File: src/hdl/ddrcap_regs.vh
// Constants for the double-data-rate transmit capture block
// Assumes a 250 MHz sampling clock and link clocks well below it
`ifndef DDRCAP_REGS_VH
`define DDRCAP_REGS_VH

`define DDRCAP_WORD_W      10
`define DDRCAP_HALF_W      5
`define DDRCAP_NUM_PAIRS   3
`define DDRCAP_SYNC_CLK_W  4
`define DDRCAP_SYNC_BUS_W  30
`define DDRCAP_SYNC_CFG_W  3

`define DDRCAP_BIT_KFLAG   8
`define DDRCAP_BIT_TENTH   9
`define DDRCAP_NIB_KFLAG   3

`define DDRCAP_CFG_IND     0
`define DDRCAP_CFG_NIB     1
`define DDRCAP_CFG_CODE    2

`define DDRCAP_CLK_SHARED  0

`define DDRCAP_REF_NS      4
`define DDRCAP_IDLE_NS     256
`define DDRCAP_IDLE_CYC    (`DDRCAP_IDLE_NS / `DDRCAP_REF_NS)
`define DDRCAP_IDLE_W      8
`define DDRCAP_ARM_W       5

`endif

File: src/hdl/ddrcap_top.v
// Transmit capture for channel pairs C/D, E/F and G/H
// Assumes pins, link clocks and mode straps arrive asynchronous to ref_clk_i
//
// Function
// - Each pair bus is taken on both edges of its chosen transmit clock.
// - Word bit 0 is the first bit the serializer sends.
// - The C/D bus uses its own clock in independent mode, else the shared clock.
// - The E/F bus uses its own clock in independent mode, else the shared clock.
// - The G/H bus uses its own clock in independent mode, else the shared clock.
// - In multiplexed mode without encoding line 8 is the ninth word bit.
// - In multiplexed mode without encoding line 9 is the tenth word bit.
// - In multiplexed mode with encoding line 8 marks the byte as a K-character.
// - In nibble mode the low nibble comes on the falling edge, the high on the next rise.
// - In nibble mode the lower channel uses lines 4:0 and the higher lines 9:5.
// - In nibble mode without encoding line 9 carries bits four and nine of the higher word.
// - In nibble mode with encoding line 8 and line 3 are the K flags of high and low.
`timescale 1ns/1ps
`include "ddrcap_regs.vh"
module ddrcap_top (
  input  wire                      ref_clk_i,
  input  wire                      nrst_i,
  input  wire                      tx_clk_shared_i,
  input  wire                      tx_clk_pair_cd_i,
  input  wire                      tx_clk_pair_ef_i,
  input  wire                      tx_clk_pair_gh_i,
  input  wire [`DDRCAP_WORD_W-1:0] tx_bus_pair_cd_i,
  input  wire [`DDRCAP_WORD_W-1:0] tx_bus_pair_ef_i,
  input  wire [`DDRCAP_WORD_W-1:0] tx_bus_pair_gh_i,
  input  wire                      mode_independent_i,
  input  wire                      mode_nibble_i,
  input  wire                      encoder_sel_i,
  output wire [`DDRCAP_WORD_W-1:0] chan_c_word_o,
  output wire                      chan_c_k_o,
  output wire                      chan_c_valid_o,
  output wire [`DDRCAP_WORD_W-1:0] chan_d_word_o,
  output wire                      chan_d_k_o,
  output wire                      chan_d_valid_o,
  output wire [`DDRCAP_WORD_W-1:0] chan_e_word_o,
  output wire                      chan_e_k_o,
  output wire                      chan_e_valid_o,
  output wire [`DDRCAP_WORD_W-1:0] chan_f_word_o,
  output wire                      chan_f_k_o,
  output wire                      chan_f_valid_o,
  output wire [`DDRCAP_WORD_W-1:0] chan_g_word_o,
  output wire                      chan_g_k_o,
  output wire                      chan_g_valid_o,
  output wire [`DDRCAP_WORD_W-1:0] chan_h_word_o,
  output wire                      chan_h_k_o,
  output wire                      chan_h_valid_o,
  output wire [2:0]                orphan_o,
  output wire [2:0]                line9_warn_o,
  output reg  [2:0]                clk_active_o,
  output reg  [2:0]                cfg_o
);
  wire [`DDRCAP_SYNC_CLK_W-1:0] clk_stable;
  wire [`DDRCAP_SYNC_BUS_W-1:0] bus_stable;
  wire [`DDRCAP_SYNC_CFG_W-1:0] cfg_stable;
  reg  [`DDRCAP_SYNC_CLK_W-1:0] clk_prev;
  wire [`DDRCAP_SYNC_CLK_W-1:0] clk_rise;
  wire [`DDRCAP_SYNC_CLK_W-1:0] clk_fall;
  wire [2:0]                    sel_rise;
  wire [2:0]                    sel_fall;
  wire [`DDRCAP_SYNC_BUS_W-1:0] lo_word;
  wire [`DDRCAP_SYNC_BUS_W-1:0] hi_word;
  wire [2:0]                    lo_k;
  wire [2:0]                    hi_k;
  wire [2:0]                    lo_valid;
  wire [2:0]                    hi_valid;
  reg  [`DDRCAP_IDLE_W-1:0]     idle_cnt [0:2];
  wire                          ind_mode;
  reg  [`DDRCAP_ARM_W-1:0]      arm_sr;
  wire                          armed;

  // Link clocks, shared first, then C/D, E/F, G/H
  ddrcap_sync #(
    .W (`DDRCAP_SYNC_CLK_W)
  ) u_sync_clk (
    .clk_i    (ref_clk_i),
    .nrst_i   (nrst_i),
    .d_i      ({tx_clk_pair_gh_i, tx_clk_pair_ef_i, tx_clk_pair_cd_i, tx_clk_shared_i}),
    .stable_o (clk_stable)
  );

  // Buses pass the same depth so data stays aligned to its edges
  ddrcap_sync #(
    .W (`DDRCAP_SYNC_BUS_W)
  ) u_sync_bus (
    .clk_i    (ref_clk_i),
    .nrst_i   (nrst_i),
    .d_i      ({tx_bus_pair_gh_i, tx_bus_pair_ef_i, tx_bus_pair_cd_i}),
    .stable_o (bus_stable)
  );

  // Mode straps
  ddrcap_sync #(
    .W (`DDRCAP_SYNC_CFG_W)
  ) u_sync_cfg (
    .clk_i    (ref_clk_i),
    .nrst_i   (nrst_i),
    .d_i      ({encoder_sel_i, mode_nibble_i, mode_independent_i}),
    .stable_o (cfg_stable)
  );

  assign ind_mode = cfg_stable[`DDRCAP_CFG_IND];

  // Edge detection on filtered clock levels
  // Edges masked until the synchroniser holds real pin levels, so a pulled-up pin gives no edge
  always @(posedge ref_clk_i or negedge nrst_i) begin
    if (!nrst_i) begin
      clk_prev <= 4'h0;
      arm_sr   <= 5'h00;
    end else begin
      clk_prev <= clk_stable;
      arm_sr   <= {arm_sr[`DDRCAP_ARM_W-2:0], 1'b1};
    end
  end

  assign armed = arm_sr[`DDRCAP_ARM_W-1];

  assign clk_rise = clk_stable & ~clk_prev & {`DDRCAP_SYNC_CLK_W{armed}};
  assign clk_fall = ~clk_stable & clk_prev & {`DDRCAP_SYNC_CLK_W{armed}};

  genvar p;
  generate
    for (p = 0; p < `DDRCAP_NUM_PAIRS; p = p + 1) begin : g_pair
      assign sel_rise[p] = ind_mode ? clk_rise[p+1] : clk_rise[`DDRCAP_CLK_SHARED];
      assign sel_fall[p] = ind_mode ? clk_fall[p+1] : clk_fall[`DDRCAP_CLK_SHARED];

      ddrcap_pair u_pair (
        .clk_i        (ref_clk_i),
        .nrst_i       (nrst_i),
        .rise_i       (sel_rise[p]),
        .fall_i       (sel_fall[p]),
        .bus_i        (bus_stable[p*10 +: 10]),
        .nibble_i     (cfg_stable[`DDRCAP_CFG_NIB]),
        .code_i       (cfg_stable[`DDRCAP_CFG_CODE]),
        .lo_word_o    (lo_word[p*10 +: 10]),
        .lo_k_o       (lo_k[p]),
        .lo_valid_o   (lo_valid[p]),
        .hi_word_o    (hi_word[p*10 +: 10]),
        .hi_k_o       (hi_k[p]),
        .hi_valid_o   (hi_valid[p]),
        .orphan_o     (orphan_o[p]),
        .line9_warn_o (line9_warn_o[p])
      );

      // Selected clock watchdog
      always @(posedge ref_clk_i or negedge nrst_i) begin
        if (!nrst_i) begin
          idle_cnt[p]     <= 8'h00;
          clk_active_o[p] <= 1'b0;
        end else begin
          if (sel_rise[p] | sel_fall[p]) begin
            idle_cnt[p]     <= 8'h00;
            clk_active_o[p] <= 1'b1;
          end else if (idle_cnt[p] < `DDRCAP_IDLE_CYC) begin
            idle_cnt[p] <= idle_cnt[p] + 8'h01;
          end else begin
            clk_active_o[p] <= 1'b0;
          end
        end
      end
    end
  endgenerate

  // Mode as seen by the capture logic
  always @(posedge ref_clk_i or negedge nrst_i) begin
    if (!nrst_i) begin
      cfg_o <= 3'h0;
    end else begin
      cfg_o <= cfg_stable;
    end
  end

  assign chan_c_word_o  = lo_word[9:0];
  assign chan_c_k_o     = lo_k[0];
  assign chan_c_valid_o = lo_valid[0];
  assign chan_d_word_o  = hi_word[9:0];
  assign chan_d_k_o     = hi_k[0];
  assign chan_d_valid_o = hi_valid[0];
  assign chan_e_word_o  = lo_word[19:10];
  assign chan_e_k_o     = lo_k[1];
  assign chan_e_valid_o = lo_valid[1];
  assign chan_f_word_o  = hi_word[19:10];
  assign chan_f_k_o     = hi_k[1];
  assign chan_f_valid_o = hi_valid[1];
  assign chan_g_word_o  = lo_word[29:20];
  assign chan_g_k_o     = lo_k[2];
  assign chan_g_valid_o = lo_valid[2];
  assign chan_h_word_o  = hi_word[29:20];
  assign chan_h_k_o     = hi_k[2];
  assign chan_h_valid_o = hi_valid[2];
endmodule // ddrcap_top

File: src/hdl/ddrcap_sync.v
// Three-stage pin synchroniser with agreement filter
// Assumes inputs asynchronous to clk_i; stable_o moves when stages two and three agree
`timescale 1ns/1ps
module ddrcap_sync #(
  parameter W = 1
) (
  input  wire         clk_i,
  input  wire         nrst_i,
  input  wire [W-1:0] d_i,
  output reg  [W-1:0] stable_o
);
  reg [W-1:0] s1;
  reg [W-1:0] s2;
  reg [W-1:0] s3;

  always @(posedge clk_i or negedge nrst_i) begin
    if (!nrst_i) begin
      s1       <= {W{1'b0}};
      s2       <= {W{1'b0}};
      s3       <= {W{1'b0}};
      stable_o <= {W{1'b0}};
    end else begin
      s1       <= d_i;
      s2       <= s1;
      s3       <= s2;
      stable_o <= (s2 & ~(s2 ^ s3)) | (stable_o & (s2 ^ s3));
    end
  end
endmodule // ddrcap_sync

File: src/hdl/ddrcap_pair.v
// Capture of one channel pair bus on both link clock edges
// Assumes one-cycle edge pulses and a bus already aligned to them
`timescale 1ns/1ps
`include "ddrcap_regs.vh"
module ddrcap_pair (
  input  wire                      clk_i,
  input  wire                      nrst_i,
  input  wire                      rise_i,
  input  wire                      fall_i,
  input  wire [`DDRCAP_WORD_W-1:0] bus_i,
  input  wire                      nibble_i,
  input  wire                      code_i,
  output reg  [`DDRCAP_WORD_W-1:0] lo_word_o,
  output reg                       lo_k_o,
  output reg                       lo_valid_o,
  output reg  [`DDRCAP_WORD_W-1:0] hi_word_o,
  output reg                       hi_k_o,
  output reg                       hi_valid_o,
  output reg                       orphan_o,
  output reg                       line9_warn_o
);
  reg [`DDRCAP_WORD_W-1:0] fall_half;
  reg                      have_fall;

  // Joins two five-line halves; bit 0 stays at word bit 0, sent first
  function [`DDRCAP_WORD_W-1:0] nib_word;
    input [`DDRCAP_HALF_W-1:0] f;
    input [`DDRCAP_HALF_W-1:0] r;
    input                      code;
    begin
      if (code) begin
        nib_word = {2'b00, r[4], r[2:0], f[4], f[2:0]};
      end else begin
        nib_word = {r, f};
      end
    end
  endfunction

  // Direct word: eight data bits when encoding, else all ten lines
  function [`DDRCAP_WORD_W-1:0] mux_word;
    input [`DDRCAP_WORD_W-1:0] b;
    input                      code;
    begin
      if (code) begin
        mux_word = {2'b00, b[7:0]};
      end else begin
        mux_word = b;
      end
    end
  endfunction

  always @(posedge clk_i or negedge nrst_i) begin
    if (!nrst_i) begin
      lo_word_o    <= 10'h000;
      lo_k_o       <= 1'b0;
      lo_valid_o   <= 1'b0;
      hi_word_o    <= 10'h000;
      hi_k_o       <= 1'b0;
      hi_valid_o   <= 1'b0;
      orphan_o     <= 1'b0;
      line9_warn_o <= 1'b0;
      fall_half    <= 10'h000;
      have_fall    <= 1'b0;
    end else begin
      lo_valid_o   <= 1'b0;
      hi_valid_o   <= 1'b0;
      orphan_o     <= 1'b0;
      line9_warn_o <= code_i & ~nibble_i & (rise_i | fall_i) & bus_i[`DDRCAP_BIT_TENTH];
      if (nibble_i) begin
        if (fall_i) begin
          fall_half <= bus_i;
          have_fall <= 1'b1;
        end else if (rise_i) begin
          have_fall <= 1'b0;
          if (have_fall) begin
            lo_word_o  <= nib_word(fall_half[4:0], bus_i[4:0], code_i);
            hi_word_o  <= nib_word(fall_half[9:5], bus_i[9:5], code_i);
            lo_k_o     <= code_i & bus_i[`DDRCAP_NIB_KFLAG];
            hi_k_o     <= code_i & bus_i[`DDRCAP_BIT_KFLAG];
            lo_valid_o <= 1'b1;
            hi_valid_o <= 1'b1;
          end else begin
            orphan_o <= 1'b1;
          end
        end
      end else begin
        have_fall <= 1'b0;
        if (rise_i) begin
          hi_word_o  <= mux_word(bus_i, code_i);
          hi_k_o     <= code_i & bus_i[`DDRCAP_BIT_KFLAG];
          hi_valid_o <= 1'b1;
        end
        if (fall_i) begin
          lo_word_o  <= mux_word(bus_i, code_i);
          lo_k_o     <= code_i & bus_i[`DDRCAP_BIT_KFLAG];
          lo_valid_o <= 1'b1;
        end
      end
    end
  end
endmodule // ddrcap_pair

File: config.mk
export PLATFORM = sky130hd
export DESIGN_NAME = ddrcap_top
export DESIGN_NICKNAME = d
export VERILOG_FILES = /design/src/hdl/ddrcap_top.v /design/src/hdl/ddrcap_sync.v /design/src/hdl/ddrcap_pair.v
export VERILOG_INCLUDE_DIRS = /design/src /design/src/hdl
export SDC_FILE = /design/constraint.sdc
export NUM_CORES = 1
export LEC_CHECK = 0
export BUFFER_PORTS_ARGS = -buffer_cell sky130_fd_sc_hd__buf_2
export CORE_MARGIN = 2
export CORE_UTILIZATION = 42
export CTS_CLUSTER_SIZE = 10
export DETAILED_ROUTE_END_ITERATION = 7
export GPL_TIMING_DRIVEN = 0
export PLACE_DENSITY = 0.66
export SYNTH_ARGS = -nofsm -noshare
export SYNTH_HDL_FRONTEND = slang
export SYNTH_SLANG_ARGS = --single-unit
export TNS_END_PERCENT = 30
File: constraint.sdc
create_clock -name ref_clk_i -period 3 [get_ports ref_clk_i]
set_clock_uncertainty 0.1 [all_clocks]
set_input_delay 0.3 -clock ref_clk_i [delete_from_list [all_inputs] [get_ports ref_clk_i]]
set_output_delay 0.3 -clock ref_clk_i [all_outputs]
set_load 0.01 [all_outputs]
==> summary.txt, run 1 <==
Outcome: finished, final reports clean
Number of synthesized flops with an enable pin: 0
Insertion delay of the later-clocked pin in the worst-skew pair: 0.49 ns
Sequential fraction of the synthesis area: 68.4%
Root buffer cell: sky130_fd_sc_hd__clkbuf_16
Setup violation total in the final timing report: 0
Arrival time at the worst endpoint: 2.55 ns
Number of buffers inserted by port buffering: 122
Placeable core area: 25300 um^2
Clock tree from TritonCTS: yes
Logic depth of the worst path, buffers included: 5
Post-synthesis register bit count: 298
Total of hold buffers inserted after clock tree synthesis: 38
Layout Cells excl Fill: 1286
Ordered list of cells on the worst path: buf_2 > buf_4 > buf_4 > mux2i_1 > o21ai_0
Total via count after detailed routing: 6315
Path class of the lowest-slack min-delay path: reg2reg
Static leakage power: 6.37 nW
First-iteration detailed-routing DRC count: 390
Number of placement rows: 58
Number of fill cells in the layout: 2136
Top flip-flop cell by instance count after synthesis: sky130_fd_sc_hd__dfrtp_1
Detail Placement HPWL: 14.5 mm
WP buf/inv: 3
# IOs: 123
Final cell area excluding filler cells: 13300 um^2
Largest net degree at the start of global routing: 118
Count of cells resized by post-cts repair: 0
Final Critical Period: 2.30 ns
Kind of start point of the critical path: flop
Setup repair after global routing missed its margin: false
Cell type group with the largest total delay on the critical path: buffers and inverters
Count of maximum capacitance violations: 0
Setup Fix Bufs, Post-CTS: 0
Final slew viol count: 0
Number of distinct library cells after synthesis: 52
Net Count, Synth: 793
Placement-stage cell area: 12000 um^2
Gpl congestion: 0.784
Instance count along the most critical hold path: 0
Antenna Cells: 0
Timing-limited maximum frequency: 434 MHz
Fraction of final layout cells with drive strength greater than 1: 24.1%
Slew of the pin with the lowest slew margin: 0.873 ns
Reg2Reg Depth: 5
Synth Warn #: 0
Number of global-route vias before repair: 6664
Detailed-routing iteration count for the pre-antenna-repair pass: 4
Final hold violation count: 0
Initial Util: 43.0%
Share of the cycle needed by the critical path after routing: 76.7%
Total gr overflow: 0
Synthesized area per cell: 14.6 um^2
Clock transition time at the flip-flop clock pins of the worst setup and hold paths: 0.05 ns
Number of nets still failing antenna checks after routing: 0
First-pass GRT wire length: 35.9 mm
Fraction of registers with async set or reset after synthesis: 100%
Deepest level of the CTS H-tree: 2
Cell Count Post-Placement: 1203
Wire length reported by the detailed router: 21.9 mm
Post-synthesis cell count: 749
Area growth from synthesis to layout: 22.4%
Antenna violations before repair: 0
Maximum clock path buffer count: 3
Number of buffers inserted during clock tree synthesis: 36
Overall Power: 0.0111 W
Largest stage delay, worst path: 0.63 ns
Slew HR: 41.8%
Via density per instance: 4.91
Global Route Usage Sum: 17.0%
Most common cell in the synthesized netlist: sky130_fd_sc_hd__dfrtp_1
Drc violations: 0
Worst-case vdd ir drop: 407 uV
Cell type with the largest total area after synthesis: sky130_fd_sc_hd__dfrtp_1
Cell Area, Synth: 10900 um^2
Share of Yosys cell area claimed by the top area cell type: 68.4%
Required time worst endpoint: 3.25 ns
Total number of nets in the final design: 993
Cells taking the most area after synthesis: sky130_fd_sc_hd__dfrtp_1 (68%), sky130_fd_sc_hd__mux2i_1 (6.2%), sky130_fd_sc_hd__maj3_1 (3.4%)
Ratio of total power to cell area: 832 nW/um^2
Most frequent cell on the critical path: sky130_fd_sc_hd__buf_4
Total Die Area: 27300 um^2
Worst-path cell with the longest stage delay: sky130_fd_sc_hd__dfrtp_1
Largest fanout of any net on the critical path: 10
Routed length per instance: 17.0 um
Die Y: 165 um
Endpoint type of the worst setup path: flop
TritonCTS Sinks: 298
Most instantiated cells after synthesis: sky130_fd_sc_hd__dfrtp_1 (298), sky130_fd_sc_hd__mux2i_1 (67), sky130_fd_sc_hd__nand2_1 (50), sky130_fd_sc_hd__nor2_1 (40), sky130_fd_sc_hd__maj3_1 (37)
Die width: 165 um
Critical setup path kind: reg2reg
[stage by stage]
stage                     hold slack [ns]  setup slack, ns  util, %  TNS (ns)
after floorplan                   -0.0956             1.05        -         0
after global placement              0.232            -3.99     47.1  -1179.43
after detailed placement            0.235            0.665     47.3         0
after CTS                           0.246            0.639     52.7         0
after global routing                0.250            0.585     52.7         0
final                               0.244            0.698     52.7         0
[area by class of cell]
type | count | area [um^2] | share of cell area (%)
Clock buffer | 44 | 972 | 7.28
Tap cell | 330 | 413 | 3.09
Clock inverter | 1 | 5.00 | 0.0375
Timing Repair Buffer | 162 | 1060 | 7.91
Multi-Input combinational cell | 413 | 3240 | 24.2
Inverter | 7 | 26.3 | 0.197
Sequential cell | 298 | 7460 | 55.9
Buffer | 31 | 183 | 1.37
[layer usage]
metal	up-vias	track usage [%]	share of wire, %
li1	2975	-	-
met1	3170	23.0	45
met2	124	26.7	46
met3	46	4.72	6.1
met4	0	5.45	2.6
met5	-	0	0
[final timing paths]
path	start	end	slack, ns
hold reg to reg	u_sync_bus.s1[2]	u_sync_bus.s2[2]	0.24
setup reg to reg	flop	g_pair[0].u_pair.hi_word_o[1]	0.70
max in group asynchronous	nrst_i	u_sync_bus.s2[29]	1.41
hold / removal	u_sync_bus.s1[2]	u_sync_bus.s2[2]	0.24
setup / recovery	flop	g_pair[0].u_pair.hi_word_o[1]	0.70
min in group asynchronous	nrst_i	u_sync_bus.s1[6]	0.39
[kinds of logic (layout without fill, tap and decap cells)]
| kind of cell | Yosys count | after routing | share of synthesized area (%) |
|---|---|---|---|
| DFF | 298 | 298 | 68.4 |
| xor gates and xnor gates | 18 | 18 | 1.45 |
| adders and majority gates | 42 | 42 | 3.97 |
| AOI/OAI and AO/OA | 87 | 87 | 5.37 |
| other | 1 | 1 | 0.0344 |
| buffers and inverters | 38 | 245 | 1.92 |
| muxes | 123 | 123 | 12.3 |
| and+or+nand+nor | 142 | 142 | 6.58 |
[where the power goes]
| group | total [W] | switching, W | internal [W] |
|---|---|---|---|
| Clock | 0.00369 | 0.00146 | 0.00224 |
| Combinational | 0.00202 | 0.00102 | 0.00100 |
| Sequential | 0.00539 | 0.000563 | 0.00483 |
| Total | 0.0111 | 0.00303 | 0.00807 |
[cell usage in the layout, fill, tap and decap left out, types with 3 or more instances in the layout]
master,n
sky130_fd_sc_hd__a22oi_1,3
sky130_fd_sc_hd__xor2_1,11
sky130_fd_sc_hd__xnor2_1,7
sky130_fd_sc_hd__mux2_1,27
sky130_fd_sc_hd__nor2_1,40
sky130_fd_sc_hd__a21o_1,6
sky130_fd_sc_hd__o21ai_0,20
sky130_fd_sc_hd__buf_4,10
sky130_fd_sc_hd__buf_2,132
sky130_fd_sc_hd__nand3_1,5
sky130_fd_sc_hd__nand2b_1,10
sky130_fd_sc_hd__clkbuf_16,37
sky130_fd_sc_hd__o21ai_1,18
sky130_fd_sc_hd__clkbuf_1,13
sky130_fd_sc_hd__nor2b_1,10
sky130_fd_sc_hd__dfrtp_1,298
sky130_fd_sc_hd__o221a_1,5
sky130_fd_sc_hd__and4b_1,6
sky130_fd_sc_hd__a21oi_1,17
sky130_fd_sc_hd__maj3_1,37
sky130_fd_sc_hd__mux2_2,19
sky130_fd_sc_hd__nand4_1,7
sky130_fd_sc_hd__mux2i_1,67
sky130_fd_sc_hd__inv_1,5
sky130_fd_sc_hd__ha_1,5
sky130_fd_sc_hd__and3_1,4
sky130_fd_sc_hd__dlygate4sd3_1,38
sky130_fd_sc_hd__nand2_1,50
sky130_fd_sc_hd__mux2_4,10
No activity file was read; power rests on OpenSTA's default activity.
==> run 2, diff against run 1 <==
--- a/config.mk
+++ b/config.mk
@@ -12,7 +12,7 @@
 export CTS_CLUSTER_SIZE = 10
 export DETAILED_ROUTE_END_ITERATION = 7
 export GPL_TIMING_DRIVEN = 0
-export PLACE_DENSITY = 0.66
+export PLACE_DENSITY = 0.69
 export SYNTH_ARGS = -nofsm -noshare
 export SYNTH_HDL_FRONTEND = slang
 export SYNTH_SLANG_ARGS = --single-unit
==> constraint.sdc (replaced) <==
create_clock -name ref_clk_i -period 2.1 [get_ports ref_clk_i]
set_clock_uncertainty 0.1 [all_clocks]
set_input_delay 0.21 -clock ref_clk_i [delete_from_list [all_inputs] [get_ports ref_clk_i]]
set_output_delay 0.21 -clock ref_clk_i [all_outputs]
set_load 0.01 [all_outputs]
==> summary.txt, run 2 (same netlist as run 1, synthesis figures left out) <==
Number of buffers inserted during clock tree synthesis: 36 (unchanged)
Grt peak-use layer: met2 (unchanged)
Die width: 165 um (unchanged)
Number of buffers inserted by port buffering: 122 (unchanged)
Setup slack, reg-to-reg: 0.06 ns (was 0.70 ns)
Total number of nets in the final design: 997 (was 993)
Largest fanout of any net on the critical path: 5 (was 10)
Largest stage delay, worst path: 0.39 ns (was 0.63 ns)
Ratio of total power to cell area: 1200 nW/um^2 (was 832 nW/um^2)
Share of the cycle needed by the critical path after routing: 97.2% (was 76.7%)
Final Critical Period: 2.04 ns (was 2.30 ns)
Required time worst endpoint: 2.38 ns (was 3.25 ns)
Count of maximum capacitance violations: 0 (unchanged)
Total gr overflow: 0 (unchanged)
WP buf/inv: 3 (unchanged)
Placement-stage cell area: 12000 um^2 (unchanged)
Gpl congestion: 0.766 (was 0.784)
Number of global-route vias before repair: 6395 (was 6664)
Antenna Cells: 0 (unchanged)
Total via count after detailed routing: 6360 (was 6315)
Reported net switching power: 0.00444 W (was 0.00303 W)
Slew HR: 57.8% (was 41.8%)
Pint: 0.0117 W (was 0.00807 W)
Outcome: finished, final reports clean (unchanged)
Global Route met2 Usage: 26.3% (was 26.7%)
Part of the total power dissipated in sequential elements: 47.5% (was 48.6%)
First-pass GRT wire length: 34.8 mm (was 35.9 mm)
First-iteration detailed-routing DRC count: 477 (was 390)
Detailed-routing iteration count for the pre-antenna-repair pass: 4 (unchanged)
Kind of start point of the critical path: flop (unchanged)
Clock tree from TritonCTS: yes (unchanged)
Static leakage power: 6.42 nW (was 6.37 nW)
Setup violation total in the final timing report: 0 (unchanged)
Placeable core area: 25300 um^2 (unchanged)
Endpoint type of the worst setup path: flop (unchanged)
Ordered list of cells on the worst path: buf_6 > and4bb_1 > a31oi_4 > ha_4 > inv_4 > o211ai_4 > buf_6 > mux2_1 (was buf_2 > buf_4 > buf_4 > mux2i_1 > o21ai_0)
Deepest level of the CTS H-tree: 2 (unchanged)
Met1 track demand over resource: 22.3% (was 23.0%)
Initial Util: 43.0% (unchanged)
Path class of the lowest-slack min-delay path: in2async (was reg2reg)
Comb power frac: 18.2% (about the same)
Maximum clock path buffer count: 3 (unchanged)
Slew of the pin with the lowest slew margin: 0.633 ns (was 0.873 ns)
Insertion delay of the later-clocked pin in the worst-skew pair: 0.51 ns (was 0.49 ns)
Die Y: 165 um (unchanged)
Worst-case vdd ir drop: 685 uV (was 407 uV)
TritonCTS Sinks: 298 (unchanged)
Area growth from synthesis to layout: 23.7% (was 22.4%)
Worst-path cell with the longest stage delay: sky130_fd_sc_hd__dfrtp_1 (unchanged)
Via density per instance: 4.93 (was 4.91)
Part of the total power dissipated in the clock network: 34.3% (was 33.3%)
Global Route Usage Sum: 16.6% (was 17.0%)
Met3 Usage GRT: 4.07% (was 4.72%)
Final cell area excluding filler cells: 13500 um^2 (was 13300 um^2)
Root buffer cell: sky130_fd_sc_hd__clkbuf_16 (unchanged)
# IOs: 123 (unchanged)
Final hold violation count: 0 (unchanged)
Final slew viol count: 0 (unchanged)
Number of nets still failing antenna checks after routing: 0 (unchanged)
Most frequent cell on the critical path: sky130_fd_sc_hd__buf_6 (was sky130_fd_sc_hd__buf_4)
Total Die Area: 27300 um^2 (unchanged)
Fraction of final layout cells with drive strength greater than 1: 25.6% (was 24.1%)
Critical setup path kind: reg2reg (unchanged)
Most frequent cells in the layout: sky130_fd_sc_hd__dfrtp_1 (296), sky130_fd_sc_hd__buf_2 (131), sky130_fd_sc_hd__mux2i_1 (67), sky130_fd_sc_hd__nand2_1 (50), sky130_fd_sc_hd__nor2_1 (40) (was sky130_fd_sc_hd__dfrtp_1 (298), sky130_fd_sc_hd__buf_2 (132), sky130_fd_sc_hd__mux2i_1 (67), sky130_fd_sc_hd__nand2_1 (50), sky130_fd_sc_hd__nor2_1 (40))
Detail Placement HPWL: 14.4 mm (was 14.5 mm)
Cell Count Post-Placement: 1203 (unchanged)
Drc violations: 0 (unchanged)
Arrival time at the worst endpoint: 2.33 ns (was 2.55 ns)
Clock transition time at the flip-flop clock pins of the worst setup and hold paths: 0.05 ns (about the same)
Setup repair after global routing missed its margin: true (was false)
Largest net degree at the start of global routing: 127 (was 118)
Most frequent standard cell in the layout excluding fill and tap cells: sky130_fd_sc_hd__dfrtp_1 (unchanged)
Sw Ratio: 27.5% (was 27.3%)
Cell type group with the largest total delay on the critical path: flip-flops (was buffers and inverters)
Timing-limited maximum frequency: 490 MHz (was 434 MHz)
Number of placement rows: 58 (unchanged)
Layout Cells excl Fill: 1290 (was 1286)
Routed length per instance: 17.1 um (was 17.0 um)
Antenna violations before repair: 1 (was 0)
Wire length reported by the detailed router: 22.1 mm (was 21.9 mm)
[run 2: cell count changes in the layout (fill, tap and decap cells not counted), moves of 2 or more]
cell,before,now
sky130_fd_sc_hd__clkbuf_1,13,9
sky130_fd_sc_hd__buf_4,10,14
sky130_fd_sc_hd__dfrtp_2,0,2
sky130_fd_sc_hd__dfrtp_1,298,296
sky130_fd_sc_hd__inv_6,0,2
[run 2: what timing repair did]
item	CTS	global route
buffers inserted	0	3
hold buffers	38	0
endpoints found under the setup margin	57	66
cloned	0	1
pin swaps	0	1
endpoints found under the hold margin	124	0
resized for setup	3	15
[run 2: through the flow]
stage | util, % | TNS [ns] | hold WS [ns] | setup slack [ns] | power (W)
final | 53.2 | 0 | 0.140 | 0.0579 | 0.0161
after floorplan | - | 0 | -0.186 | 0.150 | 0.00934
after global routing | 53.2 | -0.121 | 0.169 | -0.0276 | 0.0170
after detailed placement | 47.3 | -5.29 | 0.152 | -0.201 | 0.0107
after CTS | 52.9 | 0 | 0.210 | 0.0141 | 0.0163
after global placement | 47.1 | -1412.57 | 0.218 | -4.75 | 0.0105
[run 2: power by group through the flow]
stage               clock network, W  registers [W]  logic (W)
detailed placement                 0        0.00777    0.00291
CTS                          0.00569        0.00768    0.00297
global placement                   0        0.00773    0.00282
floorplan                          0        0.00785    0.00149
finish                       0.00553        0.00768    0.00294
global route                 0.00594        0.00782    0.00329
[run 2: final cells by class]
cell class	count	area, um^2
fill	2099	11800
sequential	298	7460
multi-input combinational	413	3280
timing repair buffer	166	1090
clock buffer	42	975
tap	330	413
buffer	31	189
clock inverter	3	47.5
inverter	7	28.8
[run 2: worst register-to-register path: stages, from the launching register on]
cell and delay [ns]:
sky130_fd_sc_hd__dfrtp_1 0.39, sky130_fd_sc_hd__buf_6 0.13, sky130_fd_sc_hd__and4bb_1 0.21, sky130_fd_sc_hd__a31oi_4 0.21, sky130_fd_sc_hd__ha_4 0.24, sky130_fd_sc_hd__inv_4 0.05, sky130_fd_sc_hd__o211ai_4 0.10, sky130_fd_sc_hd__buf_6 0.17
sky130_fd_sc_hd__mux2_1 0.31
[run 2: worst paths after layout]
check / from / to / cells past startpoint
max: arm_sr[4] / g_pair[2].u_pair.lo_word_o[2] / 8
min: nrst_i / u_sync_bus.s1[2] / 2
max reg2reg: arm_sr[4] / g_pair[2].u_pair.lo_word_o[2] / 8
min reg2reg: u_sync_bus.s1[13] / u_sync_bus.s2[13] / 0
max in group asynchronous: nrst_i / clk_active_o[2] / 4
min in group ref_clk_i: tx_bus_pair_cd_i[8] / u_sync_bus.s1[8] / 2
[run 2: layer usage]
layer,up-vias,wire (um)
met5,-,0
met4,0,676
met3,47,1190
met2,123,10400
met1,3200,9870
li1,2990,-
